`config.mk`:
```
export PLATFORM = sky130hd
export DESIGN_NAME = sfsf_frame_status_fifo
export DESIGN_NICKNAME = d
export VERILOG_FILES = /design/src/rtl/sfsf_pkg.sv /design/src/rtl/sfsf_frame_status_fifo.sv
export SDC_FILE = /design/constraint.sdc
export NUM_CORES = 1
export LEC_CHECK = 0
export BUFFER_PORTS_ARGS = -buffer_cell sky130_fd_sc_hd__buf_2
export CAP_MARGIN = 10
export CORE_MARGIN = 2
export CORE_UTILIZATION = 50
export DETAILED_ROUTE_END_ITERATION = 12
export GPL_TIMING_DRIVEN = 0
export PLACE_DENSITY = 0.66
export RECOVER_POWER = 25
export SYNTH_ARGS = -nofsm -noshare
export SYNTH_HDL_FRONTEND = slang
export SYNTH_SLANG_ARGS = --single-unit
```
`constraint.sdc`:
```
create_clock -name mclk -period 8.7 [get_ports mclk]
set_input_delay 0.435 -clock mclk [delete_from_list [all_inputs] [get_ports mclk]]
set_output_delay 0.435 -clock mclk [all_outputs]
set_load 0.02 [all_outputs]
```
`src/rtl/sfsf_pkg.sv`:
```
package sfsf_pkg;

    // queue geometry
    localparam int QUEUE_DEPTH = 10;
    localparam int ENTRY_WIDTH = 19;
    localparam int COUNT_WIDTH = 14;

    // read register indices
    localparam logic [3:0] REG_MAIN_STATUS   = 4'h0;
    localparam logic [3:0] REG_SPECIAL_RX    = 4'h1;
    localparam logic [3:0] REG_VECTOR        = 4'h2;
    localparam logic [3:0] REG_PENDING       = 4'h3;
    localparam logic [3:0] REG_MAIN_MIRROR   = 4'h4;
    localparam logic [3:0] REG_RX_MIRROR     = 4'h5;
    localparam logic [3:0] REG_COUNT_LOW     = 4'h6;
    localparam logic [3:0] REG_COUNT_HIGH    = 4'h7;
    localparam logic [3:0] REG_EXT_INFO      = 4'hf;

    // field positions
    localparam int ENABLE_BIT    = 2;   // control and info registers
    localparam int AVAIL_BIT     = 6;   // high count register
    localparam int OVERFLOW_BIT  = 7;   // high count register

    // reset values
    localparam logic                   ENABLE_RESET = 1'b0;
    localparam logic [COUNT_WIDTH-1:0] COUNT_RESET  = 14'h0000;
    localparam logic [7:0]             READ_RESET   = 8'h00;

    // live receive status bits
    typedef struct packed {
        logic       endOfFrame;
        logic       crcError;
        logic       overrun;
        logic       parity;
        logic [2:0] residue;
        logic       allSent;
    } sfsf_rx_status_t;

    // one queued frame record, 19 bits
    typedef struct packed {
        logic [COUNT_WIDTH-1:0] byteCount;
        logic [2:0]             residue;
        logic                   overrun;
        logic                   crcError;
    } sfsf_entry_t;

    // read request from the host side
    typedef struct packed {
        logic       strobe;
        logic [3:0] addr;
    } sfsf_read_req_t;

endpackage : sfsf_pkg

```
`src/rtl/sfsf_frame_status_fifo.sv`:
```
`timescale 1ns/1ps
`default_nettype none
module sfsf_frame_status_fifo #(
    parameter int DEPTH = sfsf_pkg::QUEUE_DEPTH
) (
    // clock and resets
    input  wire logic                     mclk,
    input  wire logic                     reset,
    input  wire logic                     clkEn,
    input  wire logic                     chanReset,
    // control register write
    input  wire logic                     ctrlWrite,
    input  wire logic [7:0]               ctrlData,
    input  wire logic                     sdlcMode,
    // receiver events and live status
    input  wire logic                     rxDataWrite,
    input  wire logic                     rxFlag,
    input  wire logic                     rxEndOfFrame,
    input  wire sfsf_pkg::sfsf_rx_status_t liveStatus,
    // other register sources
    input  wire logic [7:0]               mainStatus,
    input  wire logic [7:0]               vectorValue,
    input  wire logic [7:0]               pendingBits,
    input  wire logic [7:0]               extInfo,
    // host read port
    input  wire sfsf_pkg::sfsf_read_req_t rdReq,
    output logic [7:0]                    rdData,
    // receiver control and state
    output logic                          crcInit,
    output logic                          queueAvail,
    output logic                          queueOverflow
);

    localparam int PW = $clog2(DEPTH);
    localparam int LW = $clog2(DEPTH + 1);
    localparam logic [PW-1:0] LAST_PTR  = PW'(DEPTH - 1);
    localparam logic [LW-1:0] FULL_LVL  = LW'(DEPTH);

    sfsf_pkg::sfsf_entry_t                   queueMem [DEPTH];
    logic [PW-1:0]                           wrPtr;
    logic [PW-1:0]                           rdPtr;
    logic [LW-1:0]                           level;
    logic                                    enableBit;
    logic                                    armed;
    logic [sfsf_pkg::COUNT_WIDTH-1:0]        byteCounter;
    logic                                    queueOn;
    logic                                    flush;
    logic                                    empty;
    logic                                    full;
    logic                                    doPush;
    logic                                    doPop;
    sfsf_pkg::sfsf_entry_t                   head;
    sfsf_pkg::sfsf_entry_t                   newEntry;
    logic [7:0]                              specialLive;
    logic [7:0]                              specialOut;
    logic [7:0]                              next_rdData;

    function automatic logic [PW-1:0] bump(input logic [PW-1:0] p);
        bump = (p == LAST_PTR) ? '0 : p + PW'(1);
    endfunction : bump

    // queue-enable control bit
    always_ff @(posedge mclk or posedge reset) begin
        if (reset) begin
            enableBit <= sfsf_pkg::ENABLE_RESET;
        end else if (clkEn) begin
            if (chanReset) begin
                enableBit <= sfsf_pkg::ENABLE_RESET;
            end else if (ctrlWrite) begin
                enableBit <= ctrlData[sfsf_pkg::ENABLE_BIT];
            end
        end
    end

    // queue state decode
    assign queueOn = enableBit & sdlcMode;
    assign flush   = ~queueOn | chanReset;
    assign empty   = (level == '0);
    assign full    = (level == FULL_LVL);
    assign doPush  = queueOn & rxEndOfFrame & ~full;
    assign doPop   = queueOn & rdReq.strobe & (rdReq.addr == sfsf_pkg::REG_SPECIAL_RX)
                     & armed & ~empty;
    assign head    = queueMem[rdPtr];

    // record captured at end of frame
    assign newEntry.byteCount = byteCounter;
    assign newEntry.residue   = liveStatus.residue;
    assign newEntry.overrun   = liveStatus.overrun;
    assign newEntry.crcError  = liveStatus.crcError;

    // storage array, written only on push
    always_ff @(posedge mclk) begin
        if (clkEn && doPush) begin
            queueMem[wrPtr] <= newEntry;
        end
    end

    // pointers and fill level
    always_ff @(posedge mclk or posedge reset) begin
        if (reset) begin
            wrPtr <= '0;
            rdPtr <= '0;
            level <= '0;
        end else if (clkEn) begin
            if (flush) begin
                wrPtr <= '0;
                rdPtr <= '0;
                level <= '0;
            end else begin
                if (doPush) begin
                    wrPtr <= bump(wrPtr);
                end
                if (doPop) begin
                    rdPtr <= bump(rdPtr);
                end
                if (doPush && !doPop) begin
                    level <= level + LW'(1);
                end else if (doPop && !doPush) begin
                    level <= level - LW'(1);
                end
            end
        end
    end

    // overflow flag, cleared while the enable bit is low or on channel reset
    always_ff @(posedge mclk or posedge reset) begin
        if (reset) begin
            queueOverflow <= 1'b0;
        end else if (clkEn) begin
            if (!enableBit || chanReset) begin
                queueOverflow <= 1'b0;
            end else if (queueOn && rxEndOfFrame && full) begin
                queueOverflow <= 1'b1;
            end
        end
    end

    // pop permission latched by a high count read
    always_ff @(posedge mclk or posedge reset) begin
        if (reset) begin
            armed <= 1'b0;
        end else if (clkEn) begin
            if (flush) begin
                armed <= 1'b0;
            end else if (rdReq.strobe && rdReq.addr == sfsf_pkg::REG_COUNT_HIGH) begin
                armed <= ~empty;
            end else if (doPop) begin
                armed <= 1'b0;
            end
        end
    end

    // receive byte counter
    always_ff @(posedge mclk or posedge reset) begin
        if (reset) begin
            byteCounter <= sfsf_pkg::COUNT_RESET;
        end else if (clkEn) begin
            if (!sdlcMode) begin
                byteCounter <= sfsf_pkg::COUNT_RESET;
            end else if (rxFlag) begin
                byteCounter <= sfsf_pkg::COUNT_RESET;
            end else if (rxDataWrite) begin
                byteCounter <= byteCounter + 14'h0001;
            end
        end
    end

    // crc checker restart after each frame
    always_ff @(posedge mclk or posedge reset) begin
        if (reset) begin
            crcInit <= 1'b0;
        end else if (clkEn) begin
            crcInit <= rxEndOfFrame;
        end
    end

    assign queueAvail = queueOn & ~empty;

    // special status composed from live and queued bits
    always_comb begin
        specialLive = {liveStatus.endOfFrame, liveStatus.crcError, liveStatus.overrun,
                       liveStatus.parity, liveStatus.residue, liveStatus.allSent};
        specialOut  = specialLive;
        if (queueAvail) begin
            specialOut = {liveStatus.endOfFrame, head.crcError, head.overrun,
                          liveStatus.parity, head.residue, liveStatus.allSent};
        end
    end

    // read multiplexer
    always_comb begin
        next_rdData = sfsf_pkg::READ_RESET;
        unique case (rdReq.addr)
            sfsf_pkg::REG_MAIN_STATUS, sfsf_pkg::REG_MAIN_MIRROR: next_rdData = mainStatus;
            sfsf_pkg::REG_SPECIAL_RX: next_rdData = specialOut;
            sfsf_pkg::REG_VECTOR:     next_rdData = vectorValue;
            sfsf_pkg::REG_PENDING:    next_rdData = pendingBits;
            sfsf_pkg::REG_RX_MIRROR:  next_rdData = specialLive;
            sfsf_pkg::REG_COUNT_LOW: begin
                if (!queueOn) next_rdData = vectorValue;
                else if (!empty) next_rdData = head.byteCount[7:0];
                else next_rdData = byteCounter[7:0];
            end
            sfsf_pkg::REG_COUNT_HIGH: begin
                if (!queueOn) next_rdData = pendingBits;
                else if (!empty) next_rdData = {queueOverflow, 1'b1, head.byteCount[13:8]};
                else next_rdData = {queueOverflow, 1'b0, byteCounter[13:8]};
            end
            sfsf_pkg::REG_EXT_INFO: begin
                next_rdData = extInfo;
                next_rdData[sfsf_pkg::ENABLE_BIT] = enableBit;
            end
            default: next_rdData = sfsf_pkg::READ_RESET;
        endcase
    end

    // read data register, loaded by each read strobe while clkEn is high
    always_ff @(posedge mclk or posedge reset) begin
        if (reset) begin
            rdData <= sfsf_pkg::READ_RESET;
        end else if (clkEn && rdReq.strobe) begin
            rdData <= next_rdData;
        end
    end
endmodule : sfsf_frame_status_fifo
`default_nettype wire

```
==> impl_summary.md, run 1 <==
STA
For the pin with the worst max-slew slack, the measured transition is 1.20 ns. The final critical path time including I/O delays and setup is 3.37 ns. The hold violation count in the final report is 0. The number of max-slew violations in the final report is 0.

Setup repair after global routing left no endpoint under its margin. The post-route worst hold slack is 0.146 ns. The worst slew margin relative to its limit is 0.201. The top achievable clock speed is 296 MHz. The total setup violations reported at the end of the flow is 0. The sum of negative setup slack is 0 ns. The clock skew is 0.00908 ns.

The share of the clock period used by the worst path is 0.388.

Logic synthesis
The area of the mapped netlist is 10200 um^2. The post-synth net total is 771. The adder and majority gate portion of the synthesized area is 0.00811. The main combinational cell family by area after synthesis is multiplexers. The share of the synthesized netlist area taken by xor and xnor gates is 0.00860.

Measured against the total synthesized area, the mux share comes to 0.107. The post-synthesis average cell area is 14.5 um^2. Of the total synthesized cell area, the portion taken by AND, OR, NAND and NOR gates is 0.0916.

The portion of the post-synthesis area used by sequential elements is 0.653. The count of yosys warnings during synthesis is 0. The number of standard cells after synthesis is 703.

The number of flip-flops and latches in the synthesized netlist is 228. The count of unique library cells instantiated by Yosys is 69. For this run, the leading register cell type out of synthesis is sky130_fd_sc_hd__edfxtp_1. Counting flops with an async set or reset pin after synthesis yields a share of 0.167.

The share of the synthesized area in compound gates (AO/OA/AOI/OAI) was 0.107. In this run, synthesis inferred 190 flip-flops with an integrated enable.

Pwr
The overall power consumption is 2.43 mW. Internal power comes to 1.93 mW. Summed over all cells, the static leakage comes to 4.26 nW. VDD sags by at most 129 uV.

The clock network fraction of design power is 0.469. The share of total power dissipated in combinational logic is 0.043. The reported net switching power is 0.493 mW. Of the total power, the share spent switching nets is 0.203. The sequential share of power is 0.488. Dividing total power by cell area gives a power density of 203 nW/um^2.

GRT
The initial antenna violation count is 1. In the global route stage, overall resource usage came out at 0.271. Global routing finished with a remaining overflow of 0. The first-pass GRT wire length is 43300 um. The largest net degree at the start of global routing is 24. The number of global-route vias before repair is 6999.

Clocking
The number of gates resized after CTS was 0. The TritonCTS clock tree is built. The number of levels the H-tree was split into is 1. The CTS sink count is 228. The number of buffers created by CTS is 24. The latest clock arrival within the worst-skew pair is 0.52 ns. The tree is rooted in a sky130_fd_sc_hd__clkbuf_16.

The clock passes through at most 3 buffers. The CTS clock-pin slew for the worst setup and hold paths is 0.06 ns.

Detailed routing
The number of search-and-repair iterations in the first detailed-routing pass is 5. Summing over every cut layer, the via total after detailed routing is 7000. The detailed-route vias per instance is 6.37. Summed over all layers, the routed wires come to 29000 um.

Dividing the detail-routed wire length by the instance count gives 26.4 um. The detail route stage leaves a number of antenna-violating nets equal to 0. The number of design-rule violations left by the first detailed-router iteration is 1012. The number of DRC violations after detailed routing is 0.

Critical path
The highest cell delay on the worst timing path is 1.01 ns. The category of the worst setup path capture point is a flop. Among the stages of the critical path, the cell type that occurs most often is sky130_fd_sc_hd__clkbuf_1.

The number of cells on the worst reg-to-reg path is 5. Data on the critical path is required at its endpoint by 8.83 ns. The category of the most critical setup path is reg -> reg.

The kind of cell adding the most delay to the critical path is simple AND/OR/NAND/NOR gates. The type of element launching the critical path is a flop. The cell at the slowest stage of the critical path is sky130_fd_sc_hd__and3_1. The number of buffers and inverters on the critical path is 2. The critical path data arrival time is 3.50 ns. In this run the worst path has a maximum fanout of 19. The critical path crosses 5 cells after its start point. The critical path goes through nand2_1 -> clkbuf_1 -> clkbuf_1 -> nor4_1 -> and3_1.

Worst hold path
The number of cells on the worst hold path is 2. The tightest min-delay check is of the in -> reg type.

Place
The number of port buffers is 62. The wire-length estimate of the detail-placed layout is 20400 um. The last weighted congestion value of the routability-driven placer is 0.995.

Layout
The final-layout fill cell count is 1511. The leading cell type in the layout, fill and taps excluded is sky130_fd_sc_hd__edfxtp_1. The final layout contains 879 nets. Leaving out fill and tap cells, the most frequent cells in the layout are sky130_fd_sc_hd__edfxtp_1, sky130_fd_sc_hd__buf_2, sky130_fd_sc_hd__nand2_1. Of the cells placed in the final design, the portion with a size suffix greater than 1 is 0.231. The area growth from synthesis to layout is 17.4%.

Die
The cell row count is 52. The vertical die dimension is 147 um. 73 I/O pins were placed.

The die width is 147 um. The floorplan step defined a die boundary enclosing 21500 um^2. The core region area is 20100 um^2.

The initial utilization of the core area, before any placement, comes to 0.507.

Flow run
The max capacitance violation total is 0.

Status
The flow ran to the end, and the final reports show no timing, DRC or antenna violations.
[area by class of cell]
type	count	area, um^2	share of cell area
antenna	1	2.50	0.000209
buffer	41	209	0.0175
clock buffer	29	661	0.0552
clock inverter	14	221	0.0185
inverter	11	41.3	0.00345
multi-input combinational	423	3330	0.278
sequential	228	6660	0.557
tap	270	338	0.0282
timing repair buffer	82	504	0.0422
[power by group through the flow]
stage / clock network [mW] / logic (mW) / registers (mW)
2_1_floorplan: 0 / 0.0521 / 1.21
3_3_place_gp: 0 / 0.0978 / 1.21
3_5_place_dp: 0 / 0.102 / 1.21
4_1_cts: 1.14 / 0.103 / 1.18
5_1_grt: 1.19 / 0.111 / 1.18
6_report: 1.14 / 0.105 / 1.18
[layer usage]
metal	track usage	vias to the layer above	share of wire
met4	0.124	0	0.055
li1	-	3008	-
met5	0	-	0
met1	0.361	3465	0.39
met2	0.435	422	0.47
met3	0.0540	105	0.092
[kinds of logic (layout without fill, tap and decap cells)]
| kind of cell | after synthesis | count (layout) |
|---|---|---|
| flip-flops | 228 | 228 |
| AND/OR/NAND/NOR | 176 | 176 |
| AO/OA/AOI/OAI | 158 | 158 |
| multiplexers | 73 | 73 |
| buffers and inverters | 52 | 177 |
| XOR/XNOR | 10 | 10 |
| adder cells (fa/ha/maj) | 6 | 6 |
| other | 0 | 1 |
[synthesized netlist by cell type, types with 4 or more instances]
library cell	instances	area share
sky130_fd_sc_hd__edfxtp_1	190	0.56
sky130_fd_sc_hd__nand2_1	53	0.020
sky130_fd_sc_hd__mux2i_1	39	0.038
sky130_fd_sc_hd__dfrtp_1	38	0.093
sky130_fd_sc_hd__nor2_1	38	0.014
sky130_fd_sc_hd__a21oi_1	33	0.016
sky130_fd_sc_hd__mux4_2	28	0.062
sky130_fd_sc_hd__o21ai_0	23	0.011
sky130_fd_sc_hd__buf_2	17	0.0084
sky130_fd_sc_hd__clkbuf_1	13	0.0048
sky130_fd_sc_hd__a31oi_1	12	0.0074
sky130_fd_sc_hd__nand2b_1	12	0.0074
sky130_fd_sc_hd__nor3_1	12	0.0059
sky130_fd_sc_hd__a22o_1	10	0.0086
sky130_fd_sc_hd__nand3_1	10	0.0049
sky130_fd_sc_hd__o21ai_1	10	0.0049
sky130_fd_sc_hd__a211oi_1	9	0.0066
sky130_fd_sc_hd__inv_1	9	0.0033
sky130_fd_sc_hd__nor2b_1	9	0.0055
sky130_fd_sc_hd__o211ai_1	9	0.0066
sky130_fd_sc_hd__a222oi_1	8	0.0079
sky130_fd_sc_hd__and3_1	8	0.0049
sky130_fd_sc_hd__xor2_1	8	0.0069
sky130_fd_sc_hd__a22oi_1	7	0.0052
sky130_fd_sc_hd__a32oi_1	6	0.0052
sky130_fd_sc_hd__buf_1	5	0.0018
sky130_fd_sc_hd__ha_1	5	0.0061
sky130_fd_sc_hd__nand4_1	5	0.0031
sky130_fd_sc_hd__o31ai_1	5	0.0037
sky130_fd_sc_hd__nor4_1	4	0.0025
sky130_fd_sc_hd__or3_1	4	0.0025
[state kept, by name (all words and copies together), names as in the netlist]
signal	flops
armed	1
byteCounter	14
crcInit	1
enableBit	1
level	4
queueMem	190
queueOverflow	1
rdData	8
rdPtr	4
wrPtr	4
[timing repair]
| item | in CTS | in global routing |
|---|---|---|
| buffers inserted | 0 | 0 |
| hold endpoints to repair | 15 | 0 |
| hold buffers | 1 | 0 |
[worst register-to-register path: cells and delay by family (launching register included)]
family                 cells  cell delay, ns
AND/OR/NAND/NOR            3            1.70
flip-flops                 1            0.44
buffers and inverters      2            0.84
[final timing paths]
path / slack (ns) / to / start
setup / recovery: 5.33 / queueMem[9][4]$_DFFE_PP_ / enableBit$_DFFE_PP0P_
hold / removal: 0.15 / enableBit$_DFFE_PP0P_ / chanReset
setup reg to reg: 5.33 / queueMem[9][4]$_DFFE_PP_ / enableBit$_DFFE_PP0P_
hold reg to reg: 0.52 / crcInit$_DFFE_PP0P_ / crcInit$_DFFE_PP0P_
max in group asynchronous: 7.47 / enableBit$_DFFE_PP0P_ / reset
min in group asynchronous: 0.61 / rdPtr[0]$_DFFE_PP0P_ / reset
[through the flow]
stage | cell area, um^2 | setup WS [ns] | utilization | cells
detailed placement | 11100 | 5.25 | 0.551 | 1054
floorplan | 10200 | 4.93 | - | 703
global route | 12000 | 5.22 | 0.595 | 1098
CTS | 12000 | 5.39 | 0.595 | 1098
global placement | 10800 | 1.96 | 0.539 | 1035
finish | 12000 | 5.33 | 0.595 | 1099
No activity file was read; power rests on OpenSTA's default activity.
==> inputs of run 2 (changes only) <==
Settings changed: PLACE_DENSITY 0.66 to 0.69.
Clock period 8.7 ns to 3 ns, I/O delays scaled along.
==> run 2 against run 1 <==
The run now ends with capacitance limit, slew limit left. Non-clock buffer count up 8. Global-route usage grew 0.30 points. Critical path depth is the same. Cell area increased by 0.88%. Sequential share of layout area shrank 0.48 points. Flip-flop and latch count did not move. Core utilization up 0.52 points. Maximum frequency up 17%. Clock skew rose by 0.016 ns.
==> impl_summary.md, run 2 (synthesis results as in run 1) <==
Place
The HPWL after detailed placement is 20300 um (-0.45%). The number of placed instances, taps included was 1048 (-0.57%). The placed instance area is 11200 um^2 (+0.90%).

The last weighted congestion value of the routability-driven placer is 0.972 (-2.3%). The number of port buffers is 62 (unchanged).

Layout
The finished layout cell area is 12100 um^2 (+0.88%). The core occupancy in the finished layout is 0.600 (+0.00523). The total number of nets in the final design is 887 (+0.91%).

The final-layout fill cell count is 1531 (+1.3%). The top register by number of flip-flops is queueMem. The area growth from synthesis to final layout is 18.4%. Leaving out fill and tap cells, the most frequent cell in the layout is sky130_fd_sc_hd__edfxtp_1. The number of antenna cells inserted came to 0 (-1). The number of standard cells in the layout, taps in and fillers out is 1106 (+0.64%).

The number of flip-flops under the largest register name is 190 (unchanged). The largest registers in the layout are queueMem (190), byteCounter (14), rdData (8). The top cell types in the final layout, fill and taps aside, are sky130_fd_sc_hd__edfxtp_1, sky130_fd_sc_hd__buf_2, sky130_fd_sc_hd__nand2_1.

The share of final-layout standard cells stronger than drive strength 1 came to 0.218 (-0.0130).

Critical path
The maximum fanout along the worst path came to 13 (-6). The required time at the worst-slack endpoint was 3.22 ns (-5.61 ns). The setup slack of the most critical reg-to-reg path came to 0.12 ns (-5.21 ns). The critical path goes through and4bb_2 -> nor3_1 -> nand2b_1 -> nor2_2 -> buf_16.

The highest cell delay on the worst timing path came to 0.64 ns (-0.37 ns). The critical path in this run is classified as reg -> reg. The critical path data arrival time came to 3.10 ns (-0.40 ns). The kind of cell adding the most delay to the critical path is simple AND/OR/NAND/NOR gates. The combined buffer and inverter count along the critical path was 1 (-1). The worst setup path is captured at a flop. On the critical path, the stage with the largest delay is an instance of sky130_fd_sc_hd__nor2_2. The type of element launching the critical path is a flop.

Detailed routing
The total wire length after detailed routing was 28900 um (-0.56%). The number of DRC violations after detailed routing is 0 (unchanged). The number of design-rule violations left by the first detailed-router iteration is 798 (-21%). The vias after detailed routing came to 6907 (-1.3%). The number of search-and-repair iterations in the first detailed-routing pass came to 5 (unchanged). The detailed-route vias per instance is 6.25 (-2.0%). The residual antenna-violating net count after detailed routing is 0 (unchanged). The mean routed wirelength per cell is 26.1 um (-1.2%).

Die
The die width is 147 um (unchanged). The cell row count is 52 (unchanged). The full die area is 21500 um^2 (unchanged). The core region area is 20100 um^2 (unchanged). The vertical die dimension is 147 um (unchanged). The I/O pin total is 73 (unchanged). The starting density of the core is 0.507 (unchanged).

STA
Setup repair after global routing left no endpoint under its margin. The number of max-slew violations in the final report was 39 (+39). The total setup violations reported at the end of the flow is 0 (unchanged). The share of the clock period used by the worst path is 0.961 (+0.573). The clock skew is 0.0252 ns (+0.0161 ns). The hold violation count in the final report is 0 (unchanged). The top achievable clock speed is 347 MHz (+17%).

The final critical path time including I/O delays and setup is 2.88 ns (-0.492 ns). The transition time at the pin with the least slew margin is 2.44 ns (+1.24 ns). The worst slew margin relative to its limit is -0.628 (-0.829).

GRT
The total congestion overflow is 0 (unchanged). The largest net degree at the start of global routing came to 39 (+63%). The fraction of met3 tracks used by global routing was 0.0460 (-0.00807). The global-route track usage on met1 came to 0.377 (+0.0161). The initial antenna violation count is 0 (-1).

The global-route layer with the greatest usage is met2. The met2 usage was 0.434 (-0.000469). The overall track demand over capacity in global routing was 0.274 (+0.00295).

The first-pass GRT wire length is 44100 um (+2.0%). The number of global-route vias before repair is 7031 (+0.46%).

Pwr
The power per unit of standard cell area was 549 nW/um^2 (+170%). The leakage power total is 4.21 nW (-1.2%). The overall power consumption is 6.62 mW (+170%). The worst vdd rail ir drop was 421 uV (+230%).

Clocking
The number of buffers created by CTS came to 24 (unchanged). The CTS sink count is 228 (unchanged). The latest clock arrival within the worst-skew pair is 0.53 ns (about the same). The root buffer cell is sky130_fd_sc_hd__clkbuf_16.

The CTS clock-pin slew for the worst setup and hold paths came to 0.06 ns (about the same). The number of levels the H-tree was split into is 1 (unchanged). TritonCTS built the clock tree. The worst-case clock buffer depth is 3 (unchanged).

Status
The run finished, with violations left. The checks that failed: capacitance limit, slew limit.

Flow run
The max capacitance violation total came to 1 (+1).

Worst hold path
The worst hold-check path type is in -> reg.
run 2: path summary, 6_finish.rpt:
kind	to	startpoint	cells after the start
setup / recovery	queueMem[5][18]$_DFFE_PP_	level[0]$_DFFE_PP0P_	5
hold / removal	rdData[2]$_DFFE_PP0P_	rdReq[1]	4
setup reg to reg	queueMem[5][18]$_DFFE_PP_	level[0]$_DFFE_PP0P_	5
hold reg to reg	crcInit$_DFFE_PP0P_	crcInit$_DFFE_PP0P_	2
max in group asynchronous	wrPtr[2]$_DFFE_PP0P_	reset	4
min in group asynchronous	byteCounter[0]$_DFFE_PP0P_	reset	4
run 2: cell type report:
type	instances	area, um^2	share of cell area
clock buffer	26	608	0.0504
tap	270	338	0.0280
sequential	228	6660	0.552
clock inverter	17	154	0.0128
timing repair buffer	91	687	0.0569
inverter	11	41.3	0.00342
buffer	40	205	0.0170
multi-input combinational	423	3380	0.280
run 2: where the power goes:
group / leakage [nW] / switching, mW / internal (mW)
registers: 2.30 / 0.0181 / 3.42
clock network: 0.367 / 1.24 / 1.64
logic: 1.54 / 0.192 / 0.116
total: 4.21 / 1.45 / 5.18
run 2: metal layers:
layer | vias up | part of all wire
met5 | - | 0
met4 | 0 | 0.043
met3 | 82 | 0.079
met2 | 348 | 0.48
met1 | 3449 | 0.40
li1 | 3028 | -
run 2: worst register-to-register path, delay by kind of cell, from the launching register on:
| family | cells | cell delay (ns) |
|---|---|---|
| buffers and inverters | 1 | 0.24 |
| AND/OR/NAND/NOR | 4 | 1.83 |
| flip-flops | 1 | 0.51 |
run 2: repair_timing:
| item | CTS | global route |
|---|---|---|
| endpoints found under the hold margin | 93 | 0 |
| gates cloned | 0 | 0 |
| buffers inserted | 2 | 1 |
| gates resized for setup | 1 | 3 |
| hold buffers | 13 | 0 |
| pin swaps | 1 | 2 |
| setup endpoints to repair | 30 | 47 |
run 2: stage by stage:
stage               hold slack [ns]  setup TNS, ns  setup slack, ns
global route                 0.0418              0           0.0321
detailed placement            0.197          -6.32           -0.229
floorplan                     0.246              0            0.143
global placement              0.382        -172.28            -1.39
finish                       0.0458              0            0.117
CTS                          0.0275              0           0.0373
